--- src/common/hpf_tail_defines.svh ---
/*
 offsets, reset values, field positions and bus constants of the
 coefficient register tail. assumes a 7-bit register pointer space of 128 entries.
*/
`ifndef HPF_TAIL_DEFINES_SVH
`define HPF_TAIL_DEFINES_SVH

`define PTR_W 7
`define BYTE_W 8
`define COEFF_W 16

`define NUM1_LOW_OFS 7'h4a
`define DEN1_HIGH_OFS 7'h4b
`define DEN1_LOW_OFS 7'h4c
`define RSVD_FIRST_OFS 7'h4d
`define RSVD_LAST_OFS 7'h7f

`define NUM1_LOW_RST 8'h2d
`define DEN1_HIGH_RST 8'h53
`define DEN1_LOW_RST 8'h7e
`define RSVD_READ_VAL 8'h00

`define HIGH_BYTE_MSB 15
`define HIGH_BYTE_LSB 8
`define LOW_BYTE_MSB 7
`define LOW_BYTE_LSB 0

`define BITS_PER_BYTE 4'h8
`define DEV_ADDR_DEFAULT 7'h2a

`endif

--- src/common/hpf_tail_pkg.sv ---
/*
 types shared by the coefficient register tail.
 assumes hpf_tail_defines.svh is on the include path.
*/
`include "hpf_tail_defines.svh"

package hpf_tail_pkg;

   typedef enum logic [3:0] {
      S_IDLE,
      S_ADDR,
      S_ACK_ADDR,
      S_PTR,
      S_ACK_PTR,
      S_WR,
      S_ACK_WR,
      S_RD,
      S_RD_ACK
   } ctl_state_t;

   typedef struct packed {
      logic [`BYTE_W-1:0] num1_low;
      logic signed [`COEFF_W-1:0] num1;
      logic signed [`COEFF_W-1:0] den1;
   } coeff_bus_t;

endpackage

--- src/hpf_coeff_register_tail.sv ---
/*
 coefficient register tail behind a two-wire control port, with byte-wide
 registers and the joined 16-bit coefficients driven to the filter.
 assumes the host is the bus controller, sys_clk is the master clock and the
 numerator high byte arrives from the neighbouring register bank.
*/
`timescale 1ns/1ps
`default_nettype none
`include "hpf_tail_defines.svh"

// Contract
// - read/write byte for numerator tap one low byte, reset 0x2d
// - read/write byte for denominator tap one high byte, reset 0x53
// - read/write byte for denominator tap one low byte, reset 0x7e
// - high and low bytes join into one signed 16-bit coefficient
// - positions 77 to 127 read zero; host never writes them
// - configuration only through the register set, no pin straps
// - all internal timing runs from the master clock
// - stages stay powered down until host enables them by register; stage_enable is held low here, with no register to set it
module hpf_coeff_register_tail
   import hpf_tail_pkg::*;
#(
   parameter logic [`PTR_W-1:0] DEV_ADDR = `DEV_ADDR_DEFAULT // arbitrary value
) (
   // clock and reset
   input wire logic sys_clk,
   input wire logic arst_n,
   // control bus pins
   input wire logic scl_in,
   input wire logic sda_in,
   output logic sda_out,
   output logic sda_oe,
   // neighbouring register bank
   input wire logic [`BYTE_W-1:0] num1_high_in,
   // coefficients to the filter
   output coeff_bus_t coeff,
   output logic stage_enable
);

   logic [2:0] scl_sync;
   logic [2:0] sda_sync;
   logic scl_f;
   logic sda_f;
   logic scl_q;
   logic sda_q;
   logic scl_rise;
   logic scl_fall;
   logic start_det;
   logic stop_det;

   ctl_state_t state;
   logic [3:0] bit_cnt;
   logic [`BYTE_W-1:0] shreg;
   logic [`BYTE_W-1:0] tx;
   logic [`PTR_W-1:0] ptr;
   logic rw;
   logic nack;
   logic wr_en;
   logic load_tx;

   logic [`BYTE_W-1:0] right_hpf_num1_low;
   logic [`BYTE_W-1:0] right_hpf_den1_high;
   logic [`BYTE_W-1:0] right_hpf_den1_low;

   // pin synchronisers; a level counts once stages two and three agree
   always_ff @(posedge sys_clk or negedge arst_n) begin
      if (!arst_n) begin
         scl_sync <= 3'h7;
         sda_sync <= 3'h7;
         scl_f <= 1'b1;
         sda_f <= 1'b1;
         scl_q <= 1'b1;
         sda_q <= 1'b1;
      end else begin
         scl_sync <= {scl_sync[1:0], scl_in};
         sda_sync <= {sda_sync[1:0], sda_in};
         if (scl_sync[1] == scl_sync[2]) begin
            scl_f <= scl_sync[2];
         end
         if (sda_sync[1] == sda_sync[2]) begin
            sda_f <= sda_sync[2];
         end
         scl_q <= scl_f;
         sda_q <= sda_f;
      end
   end

   assign scl_rise = scl_f & ~scl_q;
   assign scl_fall = ~scl_f & scl_q;
   // start and stop only while the clock line stays high in both samples
   assign start_det = scl_f & scl_q & sda_q & ~sda_f;
   assign stop_det = scl_f & scl_q & ~sda_q & sda_f;

   // write strobe at the falling edge closing a data byte
   assign wr_en = scl_fall && (state == S_WR) && (bit_cnt == `BITS_PER_BYTE);
   // next read byte is fetched as the acknowledge slot ends
   assign load_tx = scl_fall && ((state == S_ACK_ADDR && rw) || (state == S_RD_ACK && !nack));

   function automatic logic [`BYTE_W-1:0] read_reg(input logic [`PTR_W-1:0] p);
      logic [`BYTE_W-1:0] v;
      v = `RSVD_READ_VAL;
      case (p)
         `NUM1_LOW_OFS: v = right_hpf_num1_low;
         `DEN1_HIGH_OFS: v = right_hpf_den1_high;
         `DEN1_LOW_OFS: v = right_hpf_den1_low;
         // reserved tail and positions outside this bank read zero
         default: v = `RSVD_READ_VAL;
      endcase
      return v;
   endfunction

   // control bus protocol engine
   always_ff @(posedge sys_clk or negedge arst_n) begin
      if (!arst_n) begin
         state <= S_IDLE;
         bit_cnt <= 4'h0;
         shreg <= 8'h00;
         tx <= 8'h00;
         ptr <= 7'h00;
         rw <= 1'b0;
         nack <= 1'b0;
      end else if (start_det) begin
         // repeated start restarts the address phase, pointer kept
         state <= S_ADDR;
         bit_cnt <= 4'h0;
      end else if (stop_det) begin
         state <= S_IDLE;
      end else if (scl_rise) begin
         case (state)
            S_ADDR, S_PTR, S_WR: begin
               shreg <= {shreg[6:0], sda_f};
               bit_cnt <= bit_cnt + 4'h1;
            end
            S_RD: begin
               bit_cnt <= bit_cnt + 4'h1;
            end
            S_RD_ACK: begin
               nack <= sda_f;
            end
            default: begin
            end
         endcase
      end else if (scl_fall) begin
         case (state)
            S_ADDR: begin
               if (bit_cnt == `BITS_PER_BYTE) begin
                  if (shreg[7:1] == DEV_ADDR) begin
                     state <= S_ACK_ADDR;
                     rw <= shreg[0];
                  end else begin
                     state <= S_IDLE;
                  end
               end
            end
            S_ACK_ADDR: begin
               bit_cnt <= 4'h0;
               if (rw) begin
                  state <= S_RD;
                  tx <= read_reg(ptr);
                  ptr <= ptr + 7'h01;
               end else begin
                  state <= S_PTR;
               end
            end
            S_PTR: begin
               if (bit_cnt == `BITS_PER_BYTE) begin
                  ptr <= shreg[6:0];
                  state <= S_ACK_PTR;
               end
            end
            S_ACK_PTR, S_ACK_WR: begin
               bit_cnt <= 4'h0;
               state <= S_WR;
            end
            S_WR: begin
               if (bit_cnt == `BITS_PER_BYTE) begin
                  // pointer steps on so bursts fill consecutive bytes
                  ptr <= ptr + 7'h01;
                  state <= S_ACK_WR;
               end
            end
            S_RD: begin
               if (bit_cnt == `BITS_PER_BYTE) begin
                  state <= S_RD_ACK;
               end else begin
                  tx <= {tx[6:0], 1'b0};
               end
            end
            S_RD_ACK: begin
               bit_cnt <= 4'h0;
               if (nack) begin
                  // host ended the read; wait for stop or start
                  state <= S_IDLE;
               end else begin
                  state <= S_RD;
                  tx <= read_reg(ptr);
                  ptr <= ptr + 7'h01;
               end
            end
            default: begin
               state <= S_IDLE;
            end
         endcase
      end
   end

   // open-drain data line: only ever pulled low
   always_comb begin
      sda_out = 1'b0;
      case (state)
         S_ACK_ADDR, S_ACK_PTR, S_ACK_WR: sda_oe = 1'b1;
         S_RD: sda_oe = ~tx[7];
         default: sda_oe = 1'b0;
      endcase
   end

   // coefficient storage; writes to reserved positions are dropped
   always_ff @(posedge sys_clk or negedge arst_n) begin
      if (!arst_n) begin
         right_hpf_num1_low <= `NUM1_LOW_RST;
         right_hpf_den1_high <= `DEN1_HIGH_RST;
         right_hpf_den1_low <= `DEN1_LOW_RST;
      end else if (wr_en) begin
         case (ptr)
            `NUM1_LOW_OFS: right_hpf_num1_low <= shreg;
            `DEN1_HIGH_OFS: right_hpf_den1_high <= shreg;
            `DEN1_LOW_OFS: right_hpf_den1_low <= shreg;
            default: begin
            end
         endcase
      end
   end

   // stages held off from reset; enabling lives in another bank
   always_ff @(posedge sys_clk or negedge arst_n) begin
      if (!arst_n) begin
         stage_enable <= 1'b0;
      end else begin
         stage_enable <= 1'b0;
      end
   end

   // joined coefficients, zero in reset; register defaults from one clock after release until the host writes
   always_ff @(posedge sys_clk or negedge arst_n) begin
      if (!arst_n) begin
         coeff <= '0;
      end else begin
         coeff.num1_low <= right_hpf_num1_low;
         coeff.num1 <= {num1_high_in, right_hpf_num1_low};
         coeff.den1 <= {right_hpf_den1_high, right_hpf_den1_low};
      end
   end

   property p_num_write;
      @(posedge sys_clk) disable iff (!arst_n)
      (wr_en && ptr == `NUM1_LOW_OFS) |=> (right_hpf_num1_low == $past(shreg));
   endproperty
   a_num_write: assert property (p_num_write) else $error("num low write lost");

   property p_den_hi_write;
      @(posedge sys_clk) disable iff (!arst_n)
      (wr_en && ptr == `DEN1_HIGH_OFS) |=> ##1 (coeff.den1[15:8] == $past(shreg, 2));
   endproperty
   a_den_hi_write: assert property (p_den_hi_write) else $error("den high byte wrong");

   property p_den_lo_write;
      @(posedge sys_clk) disable iff (!arst_n)
      (wr_en && ptr == `DEN1_LOW_OFS) |=> ##1 (coeff.den1[7:0] == $past(shreg, 2));
   endproperty
   a_den_lo_write: assert property (p_den_lo_write) else $error("den low byte wrong");

   property p_sign;
      @(posedge sys_clk) disable iff (!arst_n)
      (wr_en && ptr == `DEN1_HIGH_OFS && shreg[7]) |=> ##1 ($signed(coeff.den1) < 0);
   endproperty
   a_sign: assert property (p_sign) else $error("coefficient sign wrong");

   property p_rsvd_read;
      @(posedge sys_clk) disable iff (!arst_n)
      (load_tx && ptr >= `RSVD_FIRST_OFS) |=> (tx == `RSVD_READ_VAL);
   endproperty
   a_rsvd_read: assert property (p_rsvd_read) else $error("reserved read not zero");

   property p_hold;
      @(posedge sys_clk) disable iff (!arst_n)
      !wr_en |=> ($stable(right_hpf_num1_low) && $stable(right_hpf_den1_high)
                  && $stable(right_hpf_den1_low));
   endproperty
   a_hold: assert property (p_hold) else $error("register changed without write");

   property p_drive_on_fall;
      @(posedge sys_clk) disable iff (!arst_n)
      $rose(sda_oe) |-> $past(scl_fall);
   endproperty
   a_drive_on_fall: assert property (p_drive_on_fall) else $error("data driven off clock");

   property p_stage_off;
      @(posedge sys_clk) disable iff (!arst_n)
      !stage_enable;
   endproperty
   a_stage_off: assert property (p_stage_off) else $error("stage enabled here");

   property p_num_join;
      @(posedge sys_clk) disable iff (!arst_n)
      (wr_en && ptr == `NUM1_LOW_OFS) |=> ##1 (coeff.num1[7:0] == $past(shreg, 2));
   endproperty
   a_num_join: assert property (p_num_join) else $error("num low not in bits 7..0");

endmodule

`default_nettype wire

--- config.mk ---
export PLATFORM = sky130hd
export DESIGN_NAME = hpf_coeff_register_tail
export DESIGN_NICKNAME = d
export VERILOG_FILES = /design/src/common/hpf_tail_pkg.sv /design/src/hpf_coeff_register_tail.sv
export VERILOG_INCLUDE_DIRS = /design/src /design/src/common
export SDC_FILE = /design/constraint.sdc
export NUM_CORES = 1
export LEC_CHECK = 0
export BUFFER_PORTS_ARGS = -buffer_cell sky130_fd_sc_hd__buf_4
export CORE_ASPECT_RATIO = 1.5
export CORE_UTILIZATION = 40
export DETAILED_ROUTE_END_ITERATION = 8
export PLACE_DENSITY = 0.61
export SLEW_MARGIN = 10
export SYNTH_ARGS = -nofsm -noshare
export SYNTH_HDL_FRONTEND = slang
export SYNTH_SLANG_ARGS = --single-unit
--- constraint.sdc ---
create_clock -name sys_clk -period 4.3 [get_ports sys_clk]
set_clock_uncertainty 0.2 [all_clocks]
set_input_delay 1.29 -clock sys_clk [delete_from_list [all_inputs] [get_ports sys_clk]]
set_output_delay 1.29 -clock sys_clk [all_outputs]
set_load 0.05 [all_outputs]
# == After elaboration in Yosys (flattened, before gate mapping) ==
# Index checks and enable logic that the tools add are counted.
# word_totals
register_bits,107
input_bits,12
out_inout_bits,43
wordCells,114
# classes
n_addsub,2
n_eq_ne,27
muxes,29
bitwise_logic,15
reduce_logical,22
# ops
cell,count
$mux W4,14
$pmux W8 S3,2
$mux W7,4
$pmux W4 S7,1
$pmux W7 S4,1
$mux W8,3
$eq A7 B7 Y1 const B,3
$eq A4 B3 Y1 const B,4
$ne A4 B4 Y1 const B,3
$reduce_and A4 Y1,3
$reduce_bool A3 Y1,4
$ne A2 B2 Y1 const B,5
$reduce_and A9 Y1,1
$eq A4 B2 Y1 const B,2
$eq A4 B4 Y1 const B,2
$not A1 Y1,8
$reduce_and A8 Y1,1
$reduce_or A4 Y1,2
$add A7 B1 Y7 const B,1
$and A1 B1 Y1,7
$eq A7 B6 Y1 const B,1
$reduce_and A7 Y1,1
$mux W3,2
$reduce_and A2 Y1,3
14 further kinds,17

# == Longest topological paths before layout ==
# depth
depth_word,8
depth_mapped,8
ltp_nobuf,7

# == Least setup slack after synthesis ==
# Ideal clock, no wire load.
# synth_timing
path_type,register to output
start,reg state[1]
end,out sda_oe
t_arrival_ns,1.530
t_required_ns,2.810
path_slack_ns,1.280
stages_incl_launch_ff,5
path_cell_list,dfrtp_1 > buf_2 > nor2_1 > o22a_1 > nor2_1
# synth_between
elab_chain_len,3
# synth_lines
element,line,source
start: declaration,hpf_coeff_register_tail.sv:51,ctl_state_t state;
start signal: assignment,hpf_coeff_register_tail.sv:115,state <= S_IDLE;
start signal: assignment,hpf_coeff_register_tail.sv:124,state <= S_ADDR;
start signal: assignment,hpf_coeff_register_tail.sv:127,state <= S_IDLE;
$eq A4 B2 Y1 or $eq A4 B3 Y1 (tied branches),hpf_coeff_register_tail.sv:210,case (state)
$reduce_or A3 Y1,hpf_coeff_register_tail.sv:210,
$pmux W1 S2 *,hpf_coeff_register_tail.sv:210,
end: declaration,hpf_coeff_register_tail.sv:32,"output logic sda_oe,"
# Mark *: on every way between the ends. The rest lies on a longest branch, timed or not.

# == Final worst setup path ==
# Same ends and word-level chain as after synthesis.

==> metrics.md <==
| Metric | Value |
|---|---|
| Synth Register Bits | 99 |
| Final Cycle Share | 74.54% |
| Largest net degree at the start of global routing | 90 |
| Slew margin rel. | 26.32% |
| Clock-pin transition on the worst setup and hold timing paths | 0.07 ns |
| Clock root cell | clkbuf_16 |
| # diodes | 0 |
| Core footprint | 10590 sq um |
| I/O pin cnt | 55 |
| Slowest CP cell | dfrtp_1 |
| CP max FO | 16 |
| CTS HTree Levels | 3 |
| Final Setup Violations | 0 |
| Total number of vias | 2858 |
| Main combinational cell family by area after synthesis | simple AND/OR/NAND/NOR gates |
| Cells after Synth | 359 |
| Yosys Warn Count | 0 |
| Worst skew pair latency | 0.35 ns |
| Drt first-iter violations | 138 |
| Post-Syn Area | 4345 sq um |
| Cell taking the most area after synthesis | dfrtp_1 |
| Final cell count without fillers | 553 |
| Post-synth EDFFs | 0 |
| Syn Area/Cell | 12.10 sq um |
| Simple-gate share of the synthesized area | 13.50% |
| Crit-path cells | nor2_1 > o22a_1 > nor2_1 > buf_4 |
| Fin crit period | 3.205 ns |
| Unrepaired setup endpoints after global routing | false |
| WL met2 | 5032 microns |
| Gr usage total | 17.85% |
| CTS tree | done |
| Critical path arrival | 1.72 ns |
| # nets final | 424 |
| Detailed Place HPWL | 6598 microns |
| PwrDens | 375.6 nW/um^2 |
| Kind of critical path | register to primary output |
| Global-route wire length before repair | 15090 microns |
| CTS Sinks | 99 |
| Cell with the most instances after synthesis | dfrtp_1 |
| Initial Util | 41.03% |
| Critical Path Source Type | register |
| Seq/Total Area, Yosys | 57.70% |
| Status | finished clean |
| Crit-path most repeated cell | nor2_1 |
| Yosys top cell area share | 43.19% |
| Hold buffers post-CTS | 0 |
| GP Congestion | 0.8637 |
| Cts repair resizes | 0 |
| DR DRC count | 0 |
| Crit-path max cell delay | 0.66 ns |
| Filler cells | 1000 |
| Die X | 87.10 microns |
| FF+latch area | 2507 sq um |
| CTS max path bufs | 2 |
| Post-Synth XOR/XNOR Area | 0.8062% |
| Wire per inst | 16.46 microns |
| Static Leakage | 2.331 nW |
| Max Freq | 312.0 MHz |
| Die Span Y | 129.7 microns |
| Max Cap Viol | 0 |
| Area contributors post-synth | dfrtp_1, dfstp_2, mux2_2 |
| First-pass iteration count of the detailed router | 4 |
| Vias per cell | 5.168 |
| Pins Over Slew Limit | 0 |
| CP Data Required Time | 2.81 ns |
| Min-delay worst type | register to register |
| Share of cells above drive strength 1 | 35.21% |
| Multiplexer share of the synthesized area | 10.83% |
| Maximum vdd drop | 0.0001640 V |
| Area share of fa/ha/maj cells after synthesis | 2.764% |
| Setup Buffers After CTS | 0 |
| Most frequent cells after synthesis | dfrtp_1, mux2_2, nand2_1 |
| GRT Residual Overflow | 0 |
| M1 WL | 3572 microns |
| Slew at the pin with the worst max-slew slack | 1.105 ns |
| DR top layer | met4 |
| Die area | 11290 sq um |
| Initial antenna violation count | 0 |
| Inst Count DP | 537 |
| Met3 wire len | 287 microns |
| Detail Route Antenna Nets | 0 |
| Fin. Hold Viols | 0 |
| Area occupied by multi-input gates | 1677 sq um |
| Post-synth top flop | dfrtp_1 |
| Area Overhead vs Synth | 17.42% |
| Yosys cell types | 54 |
| Port bufs | 52 |
| CTS Buf Count | 9 |
| Endpoint class of the critical path | primary output |
| Async set-reset flop share out of synthesis | 100.0% |
| Setup_tns | 0 ns |
| Row Count | 46 |
| Drt total wl | 9101 microns |
| Vias in the first global route | 2964 |
| Compound-Gate Fraction of Synth Area | 10.51% |
[per-stage QoR]
step	utilization, %	area, sq um	setup WS [ns]	hold slack, ns	total power [mW]
CTS	48.18	5102	1.108	0.1599	1.945
floorplan	-	4349	1.280	0.1452	1.092
global route	48.18	5102	0.9785	0.1651	2.009
finish	48.18	5102	1.095	0.1588	1.917
detailed placement	45.39	4807	1.497	0.1495	1.152
global placement	45.39	4807	1.550	0.1481	1.149
[critical path, delay by kind of cell, from the launching register on]
family	cells	cell delay (ns)
compound gates	1	0.23
simple gates	2	0.27
flops	1	0.66
buf+inv	1	0.21
[routing by layer]
layer,vias up,track usage [%]
li1,1365,-
met1,1431,20.73
met2,45,30.94
met3,17,4.013
met4,0,8.679
met5,-,0
[state kept, by name (all words and copies together), names as in the netlist]
signal,flops
right_hpf_den1_low,8
rw,1
state,4
sda_f,1
ptr,7
scl_q,1
right_hpf_num1_low,8
tx,8
scl_f,1
sda_sync,3
nack,1
coeff,32
bit_cnt,4
shreg,8
scl_sync,3
sda_q,1
right_hpf_den1_high,8
[cell usage in the layout, fill, tap and decap left out, types with 2 or more instances in the layout]
| cell type | n |
|---|---|
| conb_1 | 2 |
| dfstp_2 | 24 |
| nand2_1 | 32 |
| a221oi_1 | 6 |
| a221o_1 | 2 |
| inv_8 | 2 |
| a211oi_1 | 3 |
| xnor2_1 | 3 |
| a22o_1 | 2 |
| buf_4 | 53 |
| inv_1 | 11 |
| mux2i_1 | 2 |
| ha_1 | 8 |
| nor4_4 | 3 |
| mux2_2 | 39 |
| clkbuf_16 | 9 |
| and2_1 | 2 |
| dfrtp_1 | 75 |
| a21oi_1 | 13 |
| maj3_1 | 2 |
| nand2b_1 | 6 |
| nand3b_1 | 2 |
| o22a_1 | 9 |
| inv_6 | 2 |
| nor3_2 | 2 |
| nand4_1 | 4 |
| and3_1 | 3 |
| nand3_1 | 9 |
| nor3b_1 | 2 |
| a32oi_1 | 3 |
| nor3_1 | 11 |
| or2_2 | 3 |
| o31ai_1 | 2 |
| o21ai_0 | 15 |
| nor2b_1 | 3 |
| a31oi_1 | 2 |
| nor2_1 | 16 |
| o211ai_1 | 2 |
[cell type report]
cell class / count / area share, %
Sequential cell: 99 / 49.14
Multi-Input combinational cell: 229 / 32.86
Tap cell: 144 / 3.531
Timing Repair Buffer: 53 / 7.798
Clock inverter: 7 / 1.373
Clock buffer: 9 / 4.414
Inverter: 12 / 0.8828
[report_power, final]
| part | internal, mW | switching [mW] | total (mW) |
|---|---|---|---|
| logic | 0.0490 | 0.0881 | 0.137 |
| clock network | 0.409 | 0.375 | 0.784 |
| registers | 0.962 | 0.0331 | 0.995 |
| total | 1.42 | 0.496 | 1.92 |
[kinds of logic (layout without fill, tap and decap cells)]
logic type               Yosys count  count (layout)
other                              1               2
AO/OA/AOI/OAI                     66              66
adder cells (fa/ha/maj)           10              10
flip-flops                        99              99
buffers and inverters             32              81
multiplexers                      42              42
XOR/XNOR                           4               4
AND/OR/NAND/NOR                  105             105
[final timing paths]
kind / start / cells after the start / end / slack (ns)
setup / recovery: state[1] / 4 / sda_oe / 1.09
hold / removal: sda_sync[0] / 0 / sda_sync[1] / 0.16
setup reg to reg: bit_cnt[0] / 7 / right_hpf_den1_high[2] / 1.57
hold reg to reg: sda_sync[0] / 0 / sda_sync[1] / 0.16
max in group asynchronous: arst_n / 2 / coeff[10] / 2.16
min in group asynchronous: arst_n / 1 / coeff[30] / 0.94
No activity file was read; power rests on OpenSTA's default activity.
